[src/design/ppc_pkg.sv]
// Package: constants for the parallel port controller
package ppc_pkg;
  localparam logic [7:0] PPC_ADDR_CMD      = 8'he8;
  localparam logic [7:0] PPC_ADDR_PORTA    = 8'he9;
  localparam logic [7:0] PPC_ADDR_PORTB    = 8'hea;
  localparam logic [7:0] PPC_ADDR_PORTC    = 8'heb;
  localparam logic [7:0] PPC_CMD_RESET     = 8'h00;
  localparam logic [7:0] PPC_PORTA_RESET   = 8'h00;
  localparam logic [7:0] PPC_CMD_INIT      = 8'h41;
  localparam int         PPC_CMD_PA_DIR    = 0;
  localparam int         PPC_CMD_PB_DIR    = 1;
  localparam int         PPC_CMD_PC_LO     = 2;
  localparam int         PPC_CMD_PC_HI     = 3;
  localparam int         PPC_CMD_PA_IEN    = 4;
  localparam int         PPC_CMD_PB_IEN    = 5;
  localparam int         PPC_CMD_TMR_LO    = 6;
  localparam int         PPC_CMD_TMR_HI    = 7;
  localparam int         PPC_STAT_TMR      = 6;
  localparam int         PPC_PA_SERRST     = 4;
  localparam int         PPC_PA_IRQRST     = 5;
  localparam int         PPC_PA_CRQ        = 6;
  localparam int         PPC_PA_DPR        = 7;
  localparam logic [1:0] PPC_TMR_STOP      = 2'b01;
endpackage

[src/design/ppc_sync.sv]
// Two-flop synchroniser, one per bit
`timescale 1ns/1ps
`default_nettype none
module ppc_sync #(
  parameter int W = 8
) (
  input  wire logic         clk_i,
  input  wire logic         rst_i,
  input  wire logic [W-1:0] d_i,
  output logic      [W-1:0] q_o
);
  logic [W-1:0] s1_q;
  genvar g;
  generate
    for (g = 0; g < W; g++) begin : g_bit
      always_ff @(posedge clk_i) begin
        if (rst_i) begin
          s1_q[g] <= 1'b0;
          q_o[g]  <= 1'b0;
        end else begin
          s1_q[g] <= d_i[g];
          q_o[g]  <= s1_q[g];
        end
      end
    end
  endgenerate
endmodule
`default_nettype wire

[src/design/ppc_top.sv]
// Parallel port controller: command/status and ports A, B, C
// Operation
// - One 8-bit output, 8-bit and 6-bit inputs
// - Command holds port modes, interrupt enables, timer
// - Command write at E8 takes effect immediately
// - Status: port bits 0-3 (bits 4-5 zero), timer bit 6
// - Read E8 gives status, write gives command
// - Reset puts ports in default configuration
// - Command 41 hex: A out, B/C in, stop timer
// - Port A drives digits, resets, call lines
// - Port B carries ring and carrier inputs
// - Port C carries calling status, flag, power
// - Write E9 loads port A; read returns it
// - Reads at EA, EB return ports B, C
`timescale 1ns/1ps
`default_nettype none
module ppc_top
  import ppc_pkg::*;
(
  input  wire logic       clk_i,
  input  wire logic       rst_i,
  input  wire logic [7:0] io_addr_i,
  input  wire logic [7:0] io_wdata_i,
  input  wire logic       io_wr_i,
  input  wire logic       io_rd_i,
  output logic      [7:0] io_rdata_o,
  output logic            io_rvalid_o,
  output logic      [3:0] dial_digit_o,
  output logic            serial_ctrl_reset_o,
  output logic            irq_flop_reset_o,
  output logic            call_request_o,
  output logic            digit_present_o,
  output logic            porta_oe_o,
  input  wire logic [3:0] ring_ind_i,
  input  wire logic [3:0] carrier_det_i,
  input  wire logic       next_digit_request_i,
  input  wire logic       call_origination_status_i,
  input  wire logic       line_occupied_i,
  input  wire logic       abandon_call_retry_i,
  input  wire logic       flag_interrupt_in_i,
  input  wire logic       power_status_in_i,
  output logic      [1:0] timer_cmd_o,
  output logic            porta_irq_en_o,
  output logic            portb_irq_en_o
);

  logic [7:0]  cmd_q;
  logic [7:0]  porta_q;
  logic [5:0]  stat_q;
  logic        tmr_stat_q;
  logic [7:0]  pb_s;
  logic [5:0]  pc_s;
  logic [7:0]  rdata_d;

  // Pins from outside pass two flops first
  ppc_sync #(.W(8)) u_sync_b (
    .clk_i (clk_i),
    .rst_i (rst_i),
    .d_i   ({carrier_det_i, ring_ind_i}),
    .q_o   (pb_s)
  );
  ppc_sync #(.W(6)) u_sync_c (
    .clk_i (clk_i),
    .rst_i (rst_i),
    .d_i   ({power_status_in_i, flag_interrupt_in_i,
             abandon_call_retry_i, line_occupied_i,
             call_origination_status_i, next_digit_request_i}),
    .q_o   (pc_s)
  );

  // Command register
  always_ff @(posedge clk_i) begin
    if (rst_i) begin
      cmd_q <= PPC_CMD_RESET;
    end else if (io_wr_i && io_addr_i == PPC_ADDR_CMD) begin
      cmd_q <= io_wdata_i;
    end
  end

  // Port A output latch
  always_ff @(posedge clk_i) begin
    if (rst_i) begin
      porta_q <= PPC_PORTA_RESET;
    end else if (io_wr_i && io_addr_i == PPC_ADDR_PORTA) begin
      porta_q <= io_wdata_i;
    end
  end

  // Timer status: set when a stop command is taken
  always_ff @(posedge clk_i) begin
    if (rst_i) begin
      tmr_stat_q <= 1'b0;
    end else if (io_wr_i && io_addr_i == PPC_ADDR_CMD &&
                 io_wdata_i[PPC_CMD_TMR_HI:PPC_CMD_TMR_LO]
                   == PPC_TMR_STOP) begin
      tmr_stat_q <= 1'b1;
    end else if (io_rd_i && io_addr_i == PPC_ADDR_CMD) begin
      tmr_stat_q <= 1'b0;
    end
  end

  // Port status bits track port B/C activity
  always_ff @(posedge clk_i) begin
    if (rst_i) begin
      stat_q <= 6'h00;
    end else begin
      stat_q <= {2'b00, |pc_s[5:4], |pc_s[3:0], |pb_s[7:4], |pb_s[3:0]};
    end
  end

  always_comb begin
    rdata_d = 8'h00;
    unique case (io_addr_i)
      PPC_ADDR_CMD:   rdata_d = {1'b0, tmr_stat_q, stat_q};
      PPC_ADDR_PORTA: rdata_d = porta_q;
      PPC_ADDR_PORTB: rdata_d = pb_s;
      PPC_ADDR_PORTC: rdata_d = {2'b00, pc_s};
      default:        rdata_d = 8'h00;
    endcase
  end

  // Read data registered, one cycle after strobe
  always_ff @(posedge clk_i) begin
    if (rst_i) begin
      io_rdata_o  <= 8'h00;
      io_rvalid_o <= 1'b0;
    end else begin
      io_rvalid_o <= io_rd_i;
      if (io_rd_i) begin
        io_rdata_o <= rdata_d;
      end
    end
  end

  assign dial_digit_o        = porta_q[3:0];
  assign serial_ctrl_reset_o = porta_q[PPC_PA_SERRST];
  assign irq_flop_reset_o    = porta_q[PPC_PA_IRQRST];
  assign call_request_o      = porta_q[PPC_PA_CRQ];
  assign digit_present_o     = porta_q[PPC_PA_DPR];
  assign porta_oe_o          = cmd_q[PPC_CMD_PA_DIR];
  assign porta_irq_en_o      = cmd_q[PPC_CMD_PA_IEN];
  assign portb_irq_en_o      = cmd_q[PPC_CMD_PB_IEN];
  assign timer_cmd_o         = cmd_q[PPC_CMD_TMR_HI:PPC_CMD_TMR_LO];

  // Decoded bus strobes, watched by the checks below
  logic        wr_cmd;
  logic        wr_pa;
  logic        rd_cmd;
  logic        rd_map;
  assign wr_cmd = io_wr_i && io_addr_i == PPC_ADDR_CMD;
  assign wr_pa  = io_wr_i && io_addr_i == PPC_ADDR_PORTA;
  assign rd_cmd = io_rd_i && io_addr_i == PPC_ADDR_CMD;
  assign rd_map = io_addr_i == PPC_ADDR_CMD || io_addr_i == PPC_ADDR_PORTA ||
                  io_addr_i == PPC_ADDR_PORTB || io_addr_i == PPC_ADDR_PORTC;
endmodule
`default_nettype wire

[config.mk]
export PLATFORM = sky130hd
export DESIGN_NAME = ppc_top
export DESIGN_NICKNAME = d
export VERILOG_FILES = /design/src/design/ppc_pkg.sv /design/src/design/ppc_sync.sv /design/src/design/ppc_top.sv
export SDC_FILE = /design/constraint.sdc
export NUM_CORES = 1
export LEC_CHECK = 0
export ABC_AREA = 1
export BUFFER_PORTS_ARGS = -buffer_cell sky130_fd_sc_hd__buf_2
export CORE_ASPECT_RATIO = 1.4
export CORE_MARGIN = 2
export CORE_UTILIZATION = 51
export DETAILED_ROUTE_END_ITERATION = 6
export GPL_TIMING_DRIVEN = 0
export PLACE_DENSITY_LB_ADDON = 0.12
export SETUP_SLACK_MARGIN = 0.05
export SLEW_MARGIN = 20
export SYNTH_ARGS = -nofsm -noshare
export SYNTH_HDL_FRONTEND = slang
export SYNTH_SLANG_ARGS = --single-unit
[constraint.sdc]
create_clock -name clk_i -period 1 [get_ports clk_i]
set_input_delay 0.05 -clock clk_i [delete_from_list [all_inputs] [get_ports clk_i]]
set_output_delay 0.05 -clock clk_i [all_outputs]
set_load 0.05 [all_outputs]
==> results.md, run 1 <==
| Stage | Parameter | Value |
|---|---|---|
| global route | Global router's overall resource usage | 0.1993 |
| cells and area | Share of layout cells above drive strength 1 | 0.2649 |
| critical path | Type of the setup path with the least slack | flip-flop to output pin |
| clock tree | Maximum clock insertion buffer count | 2 |
| timing | Worst rel slew slack | 0.6703 |
| timing | Unrepaired setup endpoints after global routing | no |
| floorplanning | Die Height | 79.96 microns |
| hold path | Beginning of the worst hold path | io_wdata_i[2] |
| clock tree | CTS tree | yes |
| floorplanning | Area of the die | 4658 sq um |
| floorplanning | Die width | 58.26 microns |
| cells and area | Filler Cell Count | 341 |
| timing | Number of pins with negative max-slew slack in the final report | 0 |
| floorplanning | Number of standard-cell rows in the floorplan | 27 |
| route | DR DRC count | 0 |
| synth | Synthesized netlist net count | 293 |
| critical path | Element type at the critical path end | output pin |
| hold path | Hold WC Path Type | primary input to flip-flop |
| timing | Slew at the pin closest to its max-slew limit | 0.4945 ns |
| clock tree | Number of setup buffers added after CTS | 0 |
| power and ir drop | Max VDD drop | 0.001440 V |
| timing | Final count of negative-setup-slack endpoints | 0 |
| placed design | Final GP Congestion | 0.8590 |
| timing | Upper clock frequency limit | 1.090 GHz |
| synth | Post-synthesis register bit count | 55 |
| synth | Most instantiated library cell after synthesis | sky130_fd_sc_hd__dfxtp_1 |
| critical path | Crit path max-delay cell type | sky130_fd_sc_hd__dfxtp_2 |
| clock tree | Clock sink count | 55 |
| global route | First-pass GRT wire length | 7038 microns |
| critical path | Critical path startpoint | porta_q[1] |
| synth | Count of different cell masters after synthesis | 24 |
| route | Via count | 1838 |
| route | Total routed wirelength | 4401 microns |
| timing | Hold Slack | 0.01322 ns |
| critical path | Buffers plus inverters on the worst setup path | 1 |
| synth | Post-synthesis sequential area ratio | 0.5238 |
| synth | Cell count after synthesis | 259 |
| route | Via density per instance | 4.850 |
| synth | Post-synth EDFFs | 0 |
| route | Detail Route Antenna Nets | 0 |
| floorplanning | Initial Utilization | 0.5318 |
| synth | Cell taking the most area after synthesis | sky130_fd_sc_hd__dfxtp_1 |
| clock tree | Clock insertion delay at the later pin of the skew report | 0.31 ns |
| synth | YS warnings | 0 |
| critical path | Arrival time reported for the critical path endpoint | 0.87 ns |
| critical path | Critical path's largest stage delay | 0.36 ns |
| clock tree | Root buffer cell | sky130_fd_sc_hd__clkbuf_8 |
| cells and area | Net count reported at finish | 369 |
| synth | Avg Cell Area, Syn | 8.116 sq um |
| flow run | # Max-Cap Violations | 0 |
| synth | Most frequently used flop master after synthesis | sky130_fd_sc_hd__dfxtp_1 |
| global route | Largest net degree at the start of global routing | 18 |
| placed design | HPWL Detailed | 3033 microns |
| global route | Antenna violations before repair | 0 |
| floorplanning | Total core area | 3953 sq um |
| route | Detailed Route Iter0 Violations | 77 |
| placed design | Total of buffers placed on input and output ports | 52 |
| floorplanning | Number of top-level pins | 56 |
| timing | Clock skew after layout | 0.003390 ns |
| synth | Async S/R FF share, synth | 0 |
| timing | Number of hold violations in the final report | 0 |
| critical path | Worst-path cell chain | buf_4 |
| clock tree | Deepest level of the CTS H-tree | 2 |
| cells and area | Antenna diodes | 0 |
| synth | Ranking of synthesized cells by area | sky130_fd_sc_hd__dfxtp_1 (52%), sky130_fd_sc_hd__nand2_1 (7.9%), sky130_fd_sc_hd__nand3_1 (7.6%), sky130_fd_sc_hd__nor2_1 (6.4%), sky130_fd_sc_hd__inv_1 (5.5%) |
| power and ir drop | Final total power | 3820 uW |
| route | WL/cell | 11.61 microns |
| route | Number of iterations in the first detailed-routing pass | 4 |
| status | Run status | complete, no violations |
| synth | Mapped cell area | 2102 sq um |
| critical path | Startpoint type of the worst setup path | flip-flop |
| synth | Area share of the largest cell type after synthesis | 0.5238 |
| critical path | Required time of the worst setup path | 0.95 ns |
| power and ir drop | Leakage dissipation | 0.001259 uW |
| cells and area | Area Overhead vs Synth | 31.31% |
| critical path | Maximum net fanout on the critical path | 3 |
| critical path | Gate family responsible for the most delay along the worst path | flip-flops |
| clock tree | Number of buffers inserted during clock tree synthesis | 5 |
| global route | GRT Residual Overflow | 0 |
| critical path | Critical R2R Launch | u_sync_b.q_o[6] |
| clock tree | Clock-pin transition on the worst setup and hold timing paths | 0.09 ns |
| power and ir drop | Power per standard cell area | 1384 nW/um^2 |
| timing | Min Tclk post-route | 0.9176 ns |
| synth | Most numerous cell types in the synthesized netlist | sky130_fd_sc_hd__dfxtp_1 (55), sky130_fd_sc_hd__nand2_1 (44), sky130_fd_sc_hd__nor2_1 (36) |
| global route | Via count of the first global-routing pass | 1612 |
| timing | Period utilization | 0.9176 |
| critical path | Worst reg-to-reg setup slack | 0.17 ns |
==> layer usage <==
| metal | global-route usage | part of all wire | wire (microns) | up-vias |
|---|---|---|---|---|
| met5 | 0 | 0 | 0 | - |
| met4 | 0.09070 | 0.035 | 153 | 0 |
| met3 | 0.04538 | 0.046 | 201 | 11 |
| met2 | 0.3551 | 0.51 | 2262 | 48 |
| met1 | 0.2182 | 0.41 | 1784 | 808 |
| li1 | - | - | - | 971 |
==> layout by cell type (no fill, tap or decap) <==
master,synthesis,layout
sky130_fd_sc_hd__nand2_4,1,1
sky130_fd_sc_hd__inv_1,31,31
sky130_fd_sc_hd__nand4_1,8,8
sky130_fd_sc_hd__buf_8,2,2
sky130_fd_sc_hd__nor2_4,3,3
sky130_fd_sc_hd__nor4_1,3,3
sky130_fd_sc_hd__inv_6,0,1
sky130_fd_sc_hd__nand2_1,44,44
sky130_fd_sc_hd__o21ai_1,4,4
sky130_fd_sc_hd__buf_6,4,8
sky130_fd_sc_hd__nor2_8,1,1
sky130_fd_sc_hd__nand3_4,1,1
sky130_fd_sc_hd__inv_2,1,1
sky130_fd_sc_hd__a21oi_2,3,3
sky130_fd_sc_hd__dfxtp_1,55,47
sky130_fd_sc_hd__clkinv_1,1,1
sky130_fd_sc_hd__buf_2,2,32
sky130_fd_sc_hd__nand3_1,32,31
sky130_fd_sc_hd__nand2_2,2,2
sky130_fd_sc_hd__nor2_1,36,36
sky130_fd_sc_hd__clkbuf_1,1,2
sky130_fd_sc_hd__dfxtp_2,0,8
sky130_fd_sc_hd__nand3_2,0,1
sky130_fd_sc_hd__dlygate4sd3_1,0,17
sky130_fd_sc_hd__clkinv_2,1,1
sky130_fd_sc_hd__buf_1,4,4
sky130_fd_sc_hd__clkinvlp_4,0,1
sky130_fd_sc_hd__a21oi_1,18,18
sky130_fd_sc_hd__clkbuf_8,0,5
sky130_fd_sc_hd__o21a_1,1,1
sky130_fd_sc_hd__clkbuf_4,0,1
sky130_fd_sc_hd__buf_4,0,17
==> layout make-up <==
| cell class | instances | area [sq um] | share of cell area |
|---|---|---|---|
| timing repair buffer | 69 | 500.5 | 0.1813 |
| tap | 43 | 53.80 | 0.01949 |
| sequential | 55 | 1111 | 0.4025 |
| clock inverter | 2 | 16.27 | 0.005893 |
| inverter | 34 | 128.9 | 0.04669 |
| multi-input combinational | 157 | 773.2 | 0.2801 |
| clock buffer | 6 | 72.57 | 0.02629 |
| buffer | 13 | 103.9 | 0.03762 |
==> power breakdown <==
part / internal (uW) / switching (uW) / total [uW]
logic: 151 / 176 / 327
registers: 2250 / 23.5 / 2280
clock network: 504 / 710 / 1210
==> kinds of logic after synthesis <==
family,count (synthesis),synth area share
flops,55,0.5238
buf+inv,47,0.1107
compound gates,26,0.06846
simple gates,131,0.2970
==> sequential cells by signal, summed over array words and instances (netlist names) <==
signal and flops:
tmr_stat_q 1, cmd_q 5, u_sync_c.s1_q 6, u_sync_b.q_o 8, u_sync_c.q_o 6, io_rdata_o 8
u_sync_b.s1_q 8, stat_q 4, porta_q 8, io_rvalid_o 1
==> through the flow <==
step	utilization	instances	worst slack [ns]	TNS, ns	area [sq um]
after global routing	0.6983	379	0.04917	0	2760
after detailed placement	0.6138	354	-0.1621	-2.426	2426
final	0.6983	379	0.08239	0	2760
after floorplan	-	259	0.06905	0	2112
after CTS	0.6926	379	0.05526	0	2738
after global placement	0.6138	354	-0.1662	-2.333	2426
==> worst register-to-register path, delay by kind of cell (launching register included) <==
family	cells	cell delay (ns)
flops	1	0.34
simple gates	2	0.37
==> final timing paths <==
kind | cells past startpoint | endpoint
worst max register to register | 2 | stat_q[1]
worst max-delay path | 1 | dial_digit_o[1]
worst min register to register | 2 | u_sync_c.q_o[1]
worst min-delay path | 3 | porta_q[2]
==> what timing repair did <==
item / in CTS / in global routing
setup endpoints to repair: 21 / 11
gates resized for setup: 21 / 6
hold buffers: 17 / 0
endpoints found under the hold margin: 17 / 0
(Power assumes the default switching activity.)
==> inputs of run 2 (changes only) <==
CELL_PAD_IN_SITES_DETAIL_PLACEMENT = 0   (was default)
CELL_PAD_IN_SITES_GLOBAL_PLACEMENT = 2   (was default)
CORE_UTILIZATION = 29   (was 51)
==> results.md, run 2 (synthesis gave the netlist of run 1 again) <==
| Stage | Parameter | Value | Delta |
|---|---|---|---|
| floorplanning | Number of standard-cell rows in the floorplan | 36 | was 27 |
| cells and area | Most frequent cells in the layout | sky130_fd_sc_hd__dfxtp_1 (46), sky130_fd_sc_hd__nand2_1 (44), sky130_fd_sc_hd__nor2_1 (35), sky130_fd_sc_hd__buf_2 (32) | was sky130_fd_sc_hd__dfxtp_1 (47), sky130_fd_sc_hd__nand2_1 (44), sky130_fd_sc_hd__nor2_1 (36), sky130_fd_sc_hd__buf_2 (32) |
| hold path | Beginning of the worst hold path | io_wdata_i[7] | was io_wdata_i[2] |
| critical path | Critical path's largest stage delay | 0.39 ns | was 0.36 ns |
| route | Total routed wirelength | 5175 microns | was 4401 microns |
| floorplanning | Total core area | 6982 sq um | was 3953 sq um |
| cells and area | Net count reported at finish | 370 | was 369 |
| cells and area | Filler Cell Count | 728 | was 341 |
| clock tree | Root buffer cell | sky130_fd_sc_hd__clkbuf_8 | unchanged |
| global route | Via count of the first global-routing pass | 1799 | was 1612 |
| route | Number of iterations in the first detailed-routing pass | 4 | unchanged |
| floorplanning | Number of top-level pins | 56 | unchanged |
| critical path | Crit path max-delay cell type | sky130_fd_sc_hd__dfxtp_2 | unchanged |
| placed design | Total of buffers placed on input and output ports | 52 | unchanged |
| floorplanning | Area of the die | 7955 sq um | was 4658 sq um |
| route | DR DRC count | 0 | unchanged |
| critical path | Required time of the worst setup path | 0.95 ns | about the same |
| route | Detailed Route Iter0 Violations | 66 | was 77 |
| clock tree | Clock-pin transition on the worst setup and hold timing paths | 0.10 ns | was 0.09 ns |
| timing | Clock skew after layout | 0.006131 ns | was 0.003390 ns |
| global route | First-pass GRT wire length | 8576 microns | was 7038 microns |
| route | Detail Route Antenna Nets | 0 | unchanged |
| clock tree | Number of setup buffers added after CTS | 0 | unchanged |
| critical path | Gate family responsible for the most delay along the worst path | flip-flops | unchanged |
| route | Via density per instance | 4.225 | was 4.850 |
| floorplanning | Die Height | 104.7 microns | was 79.96 microns |
| timing | Period utilization | 0.9193 | was 0.9176 |
| cells and area | Core occupancy in the finished layout | 0.4149 | was 0.6983 |
| timing | Post-route worst setup slack | 0.08066 ns | was 0.08239 ns |
| clock tree | Number of buffers inserted during clock tree synthesis | 5 | unchanged |
| critical path | Type of the setup path with the least slack | flip-flop to output pin | unchanged |
| critical path | Critical path startpoint | porta_q[2] | was porta_q[1] |
| timing | Slew at the pin closest to its max-slew limit | 0.5233 ns | was 0.4945 ns |
| timing | Setup TNS after final layout | 0 ns | unchanged |
| status | Run status | complete, no violations | unchanged |
| global route | Largest net degree at the start of global routing | 17 | was 18 |
| critical path | Worst-path cell chain | buf_6 | was buf_4 |
| placed design | Setup WS pre-CTS | -0.2361 ns | was -0.1621 ns |
| cells and area | Area Overhead vs Synth | 37.80% | was 31.31% |
| timing | Worst rel slew slack | 0.6512 | was 0.6703 |
| timing | Number of hold violations in the final report | 0 | unchanged |
| timing | Final count of negative-setup-slack endpoints | 0 | unchanged |
| placed design | Final GP Congestion | 0.6721 | was 0.8590 |
| timing | Upper clock frequency limit | 1.088 GHz | was 1.090 GHz |
| flow run | # Max-Cap Violations | 0 | unchanged |
| clock tree | Clock sink count | 55 | unchanged |
| timing | Unrepaired setup endpoints after global routing | yes | was no |
| placed design | HPWL Detailed | 3679 microns | was 3033 microns |
| timing | Number of pins with negative max-slew slack in the final report | 0 | unchanged |
| critical path | Critical R2R Launch | porta_q[3] | was u_sync_b.q_o[6] |
| cells and area | Share of layout cells above drive strength 1 | 0.2730 | was 0.2649 |
| clock tree | CTS tree | yes | unchanged |
| global route | Antenna violations before repair | 0 | unchanged |
| floorplanning | Die width | 75.96 microns | was 58.26 microns |
| critical path | Buffers plus inverters on the worst setup path | 1 | unchanged |
| timing | Min Tclk post-route | 0.9193 ns | was 0.9176 ns |
| global route | Global router's overall resource usage | 0.1354 | was 0.1993 |
| clock tree | Deepest level of the CTS H-tree | 2 | unchanged |
| power and ir drop | Leakage dissipation | 0.001288 uW | was 0.001259 uW |
| clock tree | Clock insertion delay at the later pin of the skew report | 0.31 ns | about the same |
| critical path | Startpoint type of the worst setup path | flip-flop | unchanged |
| cells and area | Antenna diodes | 0 | unchanged |
| route | Via count | 1825 | was 1838 |
| power and ir drop | Max VDD drop | 0.0009081 V | was 0.001440 V |
| clock tree | Maximum clock insertion buffer count | 2 | unchanged |
| critical path | Arrival time reported for the critical path endpoint | 0.87 ns | about the same |
| cells and area | Most common cell after layout, fill and taps aside | sky130_fd_sc_hd__dfxtp_1 | unchanged |
| global route | GRT Residual Overflow | 0 | unchanged |
| critical path | Maximum net fanout on the critical path | 3 | unchanged |
| critical path | Element type at the critical path end | output pin | unchanged |
| power and ir drop | Power per standard cell area | 1433 nW/um^2 | was 1384 nW/um^2 |
| floorplanning | Initial Utilization | 0.3011 | was 0.5318 |
| route | WL/cell | 11.98 microns | was 11.61 microns |
| hold path | Hold WC Path Type | primary input to flip-flop | unchanged |
[run 2: area by class of cell]
cell class	instances	area (sq um)	area share
inverters	34	128.9	0.04449
clock buffers	6	82.58	0.02851
flip-flops and latches	55	1115	0.3849
multi-input cells	157	775.7	0.2678
plain buffers	13	103.9	0.03585
well taps	95	118.9	0.04104
clock inverters	2	35.03	0.01210
repair buffers	70	536.8	0.1853
[run 2: final timing paths]
path	end	slack (ns)	depth (start not counted)
worst max-delay path	dial_digit_o[2]	0.08	1
worst min-delay path	cmd_q[7]	0.01	3
worst max register to register	io_rdata_o[3]	0.15	4
worst min register to register	u_sync_b.q_o[2]	0.40	2
[run 2: what timing repair did]
item                                    4_1_cts  5_1_grt
endpoints found under the hold margin        18        0
hold buffers                                 18        0
pin swaps                                     0        0
endpoints found under the setup margin       21       25
gates resized for setup                      23       14
[run 2: power breakdown]
part	switching (uW)	internal (uW)	total [uW]
Sequential	22.1	2250	2270
Combinational	184	154	338
Clock	726	811	1540
[run 2: per-layer routing]
layer	share of wire	wire length (microns)	vias to the layer above	track usage
met5	0	0	-	0
met4	0.012	60	0	0.04026
met3	0.036	185	5	0.03022
met2	0.52	2680	36	0.2481
met1	0.43	2249	812	0.1561
li1	-	-	972	-
[run 2: metrics by stage]
stage	total power (uW)	hold WS, ns	area (sq um)	cells
after CTS	4201	0.006699	2849	432
after global placement	2613	0.2527	2491	406
after detailed placement	2616	0.2553	2491	406
after global routing	4357	0.008305	2897	432
final	4150	0.01079	2897	432
after floorplan	2497	0.1570	2112	259
==> inputs of run 3 (changes only) <==
MAX_ROUTING_LAYER = met4   (was default)
==> results.md, run 3 (synthesis gave the netlist of run 1 again) <==
| Stage | Parameter | Value | Delta |
|---|---|---|---|
| global route | Antenna violations before repair | 0 | unchanged |
| cells and area | Net count reported at finish | 370 | unchanged |
| route | Number of iterations in the first detailed-routing pass | 4 | unchanged |
| critical path | Element type at the critical path end | output pin | unchanged |
| global route | Global router's overall resource usage | 0.1388 | was 0.1354 |
| critical path | Worst-path cell chain | buf_6 | unchanged |
| clock tree | Deepest level of the CTS H-tree | 2 | unchanged |
| critical path | Type of the setup path with the least slack | flip-flop to output pin | unchanged |
| route | Via density per instance | 4.238 | was 4.225 |
| placed design | Total of buffers placed on input and output ports | 52 | unchanged |
| route | Total routed wirelength | 5166 microns | was 5175 microns |
| cells and area | Filler Cell Count | 728 | unchanged |
| hold path | Hold WC Path Type | primary input to flip-flop | unchanged |
| timing | Worst rel slew slack | 0.6538 | was 0.6512 |
| floorplanning | Number of standard-cell rows in the floorplan | 36 | unchanged |
| floorplanning | Initial Utilization | 0.3011 | unchanged |
| route | Via count | 1831 | was 1825 |
| timing | Upper clock frequency limit | 1.090 GHz | was 1.088 GHz |
| flow run | # Max-Cap Violations | 0 | unchanged |
| power and ir drop | Switching Power | 919.8 uW | was 932.1 uW |
| placed design | HPWL Detailed | 3679 microns | unchanged |
| cells and area | Sequential Area | 1115 sq um | unchanged |
| timing | Clock skew after layout | 0.006068 ns | was 0.006131 ns |
| cells and area | Antenna diodes | 0 | unchanged |
| timing | Number of pins with negative max-slew slack in the final report | 0 | unchanged |
| route | WL/cell | 11.96 microns | was 11.98 microns |
| floorplanning | Die width | 75.96 microns | unchanged |
| critical path | Crit path max-delay cell type | sky130_fd_sc_hd__dfxtp_2 | unchanged |
| clock tree | Root buffer cell | sky130_fd_sc_hd__clkbuf_8 | unchanged |
| global route | First-pass GRT wire length | 8569 microns | was 8576 microns |
| timing | Slew at the pin closest to its max-slew limit | 0.5193 ns | was 0.5233 ns |
| critical path | Required time of the worst setup path | 0.95 ns | about the same |
| critical path | Gate family responsible for the most delay along the worst path | flip-flops | unchanged |
| power and ir drop | P_int | 3218 uW | about the same |
| timing | Number of hold violations in the final report | 0 | unchanged |
| clock tree | Clock-pin transition on the worst setup and hold timing paths | 0.10 ns | about the same |
| timing | Period utilization | 0.9173 | was 0.9193 |
| global route | Via count of the first global-routing pass | 1800 | was 1799 |
| power and ir drop | Logic pwr share | 0.082 | was 0.081 |
| placed design | Final GP Congestion | 0.6787 | was 0.6721 |
| cells and area | Combined area of the multi-input logic cells | 775.7 sq um | unchanged |
| power and ir drop | Share of power burned in registers | 0.550 | was 0.548 |
| critical path | Arrival time reported for the critical path endpoint | 0.87 ns | about the same |
| power and ir drop | Max VDD drop | 0.0009005 V | was 0.0009081 V |
| floorplanning | Area of the die | 7955 sq um | unchanged |
| cells and area | Area Overhead vs Synth | 37.80% | unchanged |
| status | Run status | complete, no violations | unchanged |
| power and ir drop | Switching power as a share of total power | 0.2223 | was 0.2246 |
| route | Detailed Route Iter0 Violations | 62 | was 66 |
| timing | Hold Slack | 0.01410 ns | was 0.01079 ns |
| critical path | Buffers plus inverters on the worst setup path | 1 | unchanged |
| timing | Post-route worst setup slack | 0.08274 ns | was 0.08066 ns |
| timing | Final count of negative-setup-slack endpoints | 0 | unchanged |
| cells and area | Most frequent cells in the layout | sky130_fd_sc_hd__dfxtp_1 (46), sky130_fd_sc_hd__nand2_1 (44), sky130_fd_sc_hd__nor2_1 (35), sky130_fd_sc_hd__buf_2 (32) | unchanged |
| floorplanning | Total core area | 6982 sq um | unchanged |
| power and ir drop | Leakage dissipation | 0.001288 uW | unchanged |
| power and ir drop | Share of total power in the clock network | 0.369 | was 0.371 |
| cells and area | Most common cell after layout, fill and taps aside | sky130_fd_sc_hd__dfxtp_1 | unchanged |
| critical path | Critical path's largest stage delay | 0.39 ns | about the same |
| clock tree | Clock sink count | 55 | unchanged |
| route | DR DRC count | 0 | unchanged |
| cells and area | Share of layout cells above drive strength 1 | 0.2730 | unchanged |
| timing | Unrepaired setup endpoints after global routing | yes | unchanged |
| clock tree | Number of buffers inserted during clock tree synthesis | 5 | unchanged |
| critical path | Maximum net fanout on the critical path | 3 | unchanged |
| cells and area | Core occupancy in the finished layout | 0.4149 | unchanged |
| clock tree | CTS tree | yes | unchanged |
| floorplanning | Die Height | 104.7 microns | unchanged |
| clock tree | Maximum clock insertion buffer count | 2 | unchanged |
| route | Detail Route Antenna Nets | 0 | unchanged |
| global route | GRT Residual Overflow | 0 | unchanged |
| global route | Largest net degree at the start of global routing | 17 | unchanged |
| placed design | Setup WS pre-CTS | -0.2361 ns | unchanged |
| critical path | Startpoint type of the worst setup path | flip-flop | unchanged |
| timing | Min Tclk post-route | 0.9173 ns | was 0.9193 ns |
| power and ir drop | Power per standard cell area | 1428 nW/um^2 | was 1433 nW/um^2 |
| clock tree | Clock insertion delay at the later pin of the skew report | 0.31 ns | about the same |
| floorplanning | Number of top-level pins | 56 | unchanged |
-- run 3: cell counts in the layout (fill, tap and decap cells not counted) --
Identical to the previous run, type by type.
-- run 3: metal layers --
metal / GRT usage / vias up / part of all wire
met2: 0.2487 / 40 / 0.52
met1: 0.1545 / 814 / 0.43
met4: 0.04026 / 0 / 0.010
met5: - / - / 0
li1: - / 972 / -
met3: 0.03022 / 5 / 0.034
-- run 3: path summary, 6_finish.rpt --
check / from / to / slack [ns] / depth (start not counted)
setup / recovery: porta_q[2] / dial_digit_o[2] / 0.08 / 1
hold / removal: io_wdata_i[7] / cmd_q[7] / 0.01 / 3
setup reg to reg: porta_q[3] / io_rdata_o[3] / 0.14 / 4
hold reg to reg: u_sync_b.s1_q[2] / u_sync_b.q_o[2] / 0.40 / 2
-- run 3: area by class of cell --
| type | count | share of cell area |
|---|---|---|
| Buffer | 13 | 0.03585 |
| Clock buffer | 6 | 0.02851 |
| Clock inverter | 2 | 0.01210 |
| Inverter | 34 | 0.04449 |
| Multi-Input combinational cell | 157 | 0.2678 |
| Sequential cell | 55 | 0.3849 |
| Tap cell | 95 | 0.04104 |
| Timing Repair Buffer | 70 | 0.1853 |
-- run 3: power by group through the flow --
stage / combinational [uW] / sequential (uW) / clock, uW
3_3_place_gp: 285 / 2330 / 0
5_1_grt: 376 / 2280 / 1690
4_1_cts: 340 / 2280 / 1580
6_report: 337 / 2270 / 1530
3_5_place_dp: 286 / 2330 / 0
2_1_floorplan: 163 / 2330 / 0
-- run 3: repair_timing --
item,4_1_cts,5_1_grt
cloned,0,0
gates resized for setup,23,14
setup buffers,0,0
hold buffers,18,0
endpoints found under the hold margin,18,0
setup endpoints to repair,21,25
-- run 3: metrics by stage --
| stage | instance area [sq um] | power (uW) | TNS (ns) | cells |
|---|---|---|---|---|
| 6_report | 2897 | 4137 | 0 | 432 |
| 5_1_grt | 2897 | 4352 | 0 | 432 |
| 4_1_cts | 2849 | 4201 | 0 | 432 |
| 3_5_place_dp | 2491 | 2616 | -3.567 | 406 |
| 3_3_place_gp | 2491 | 2613 | -3.436 | 406 |
| 2_1_floorplan | 2112 | 2497 | 0 | 259 |
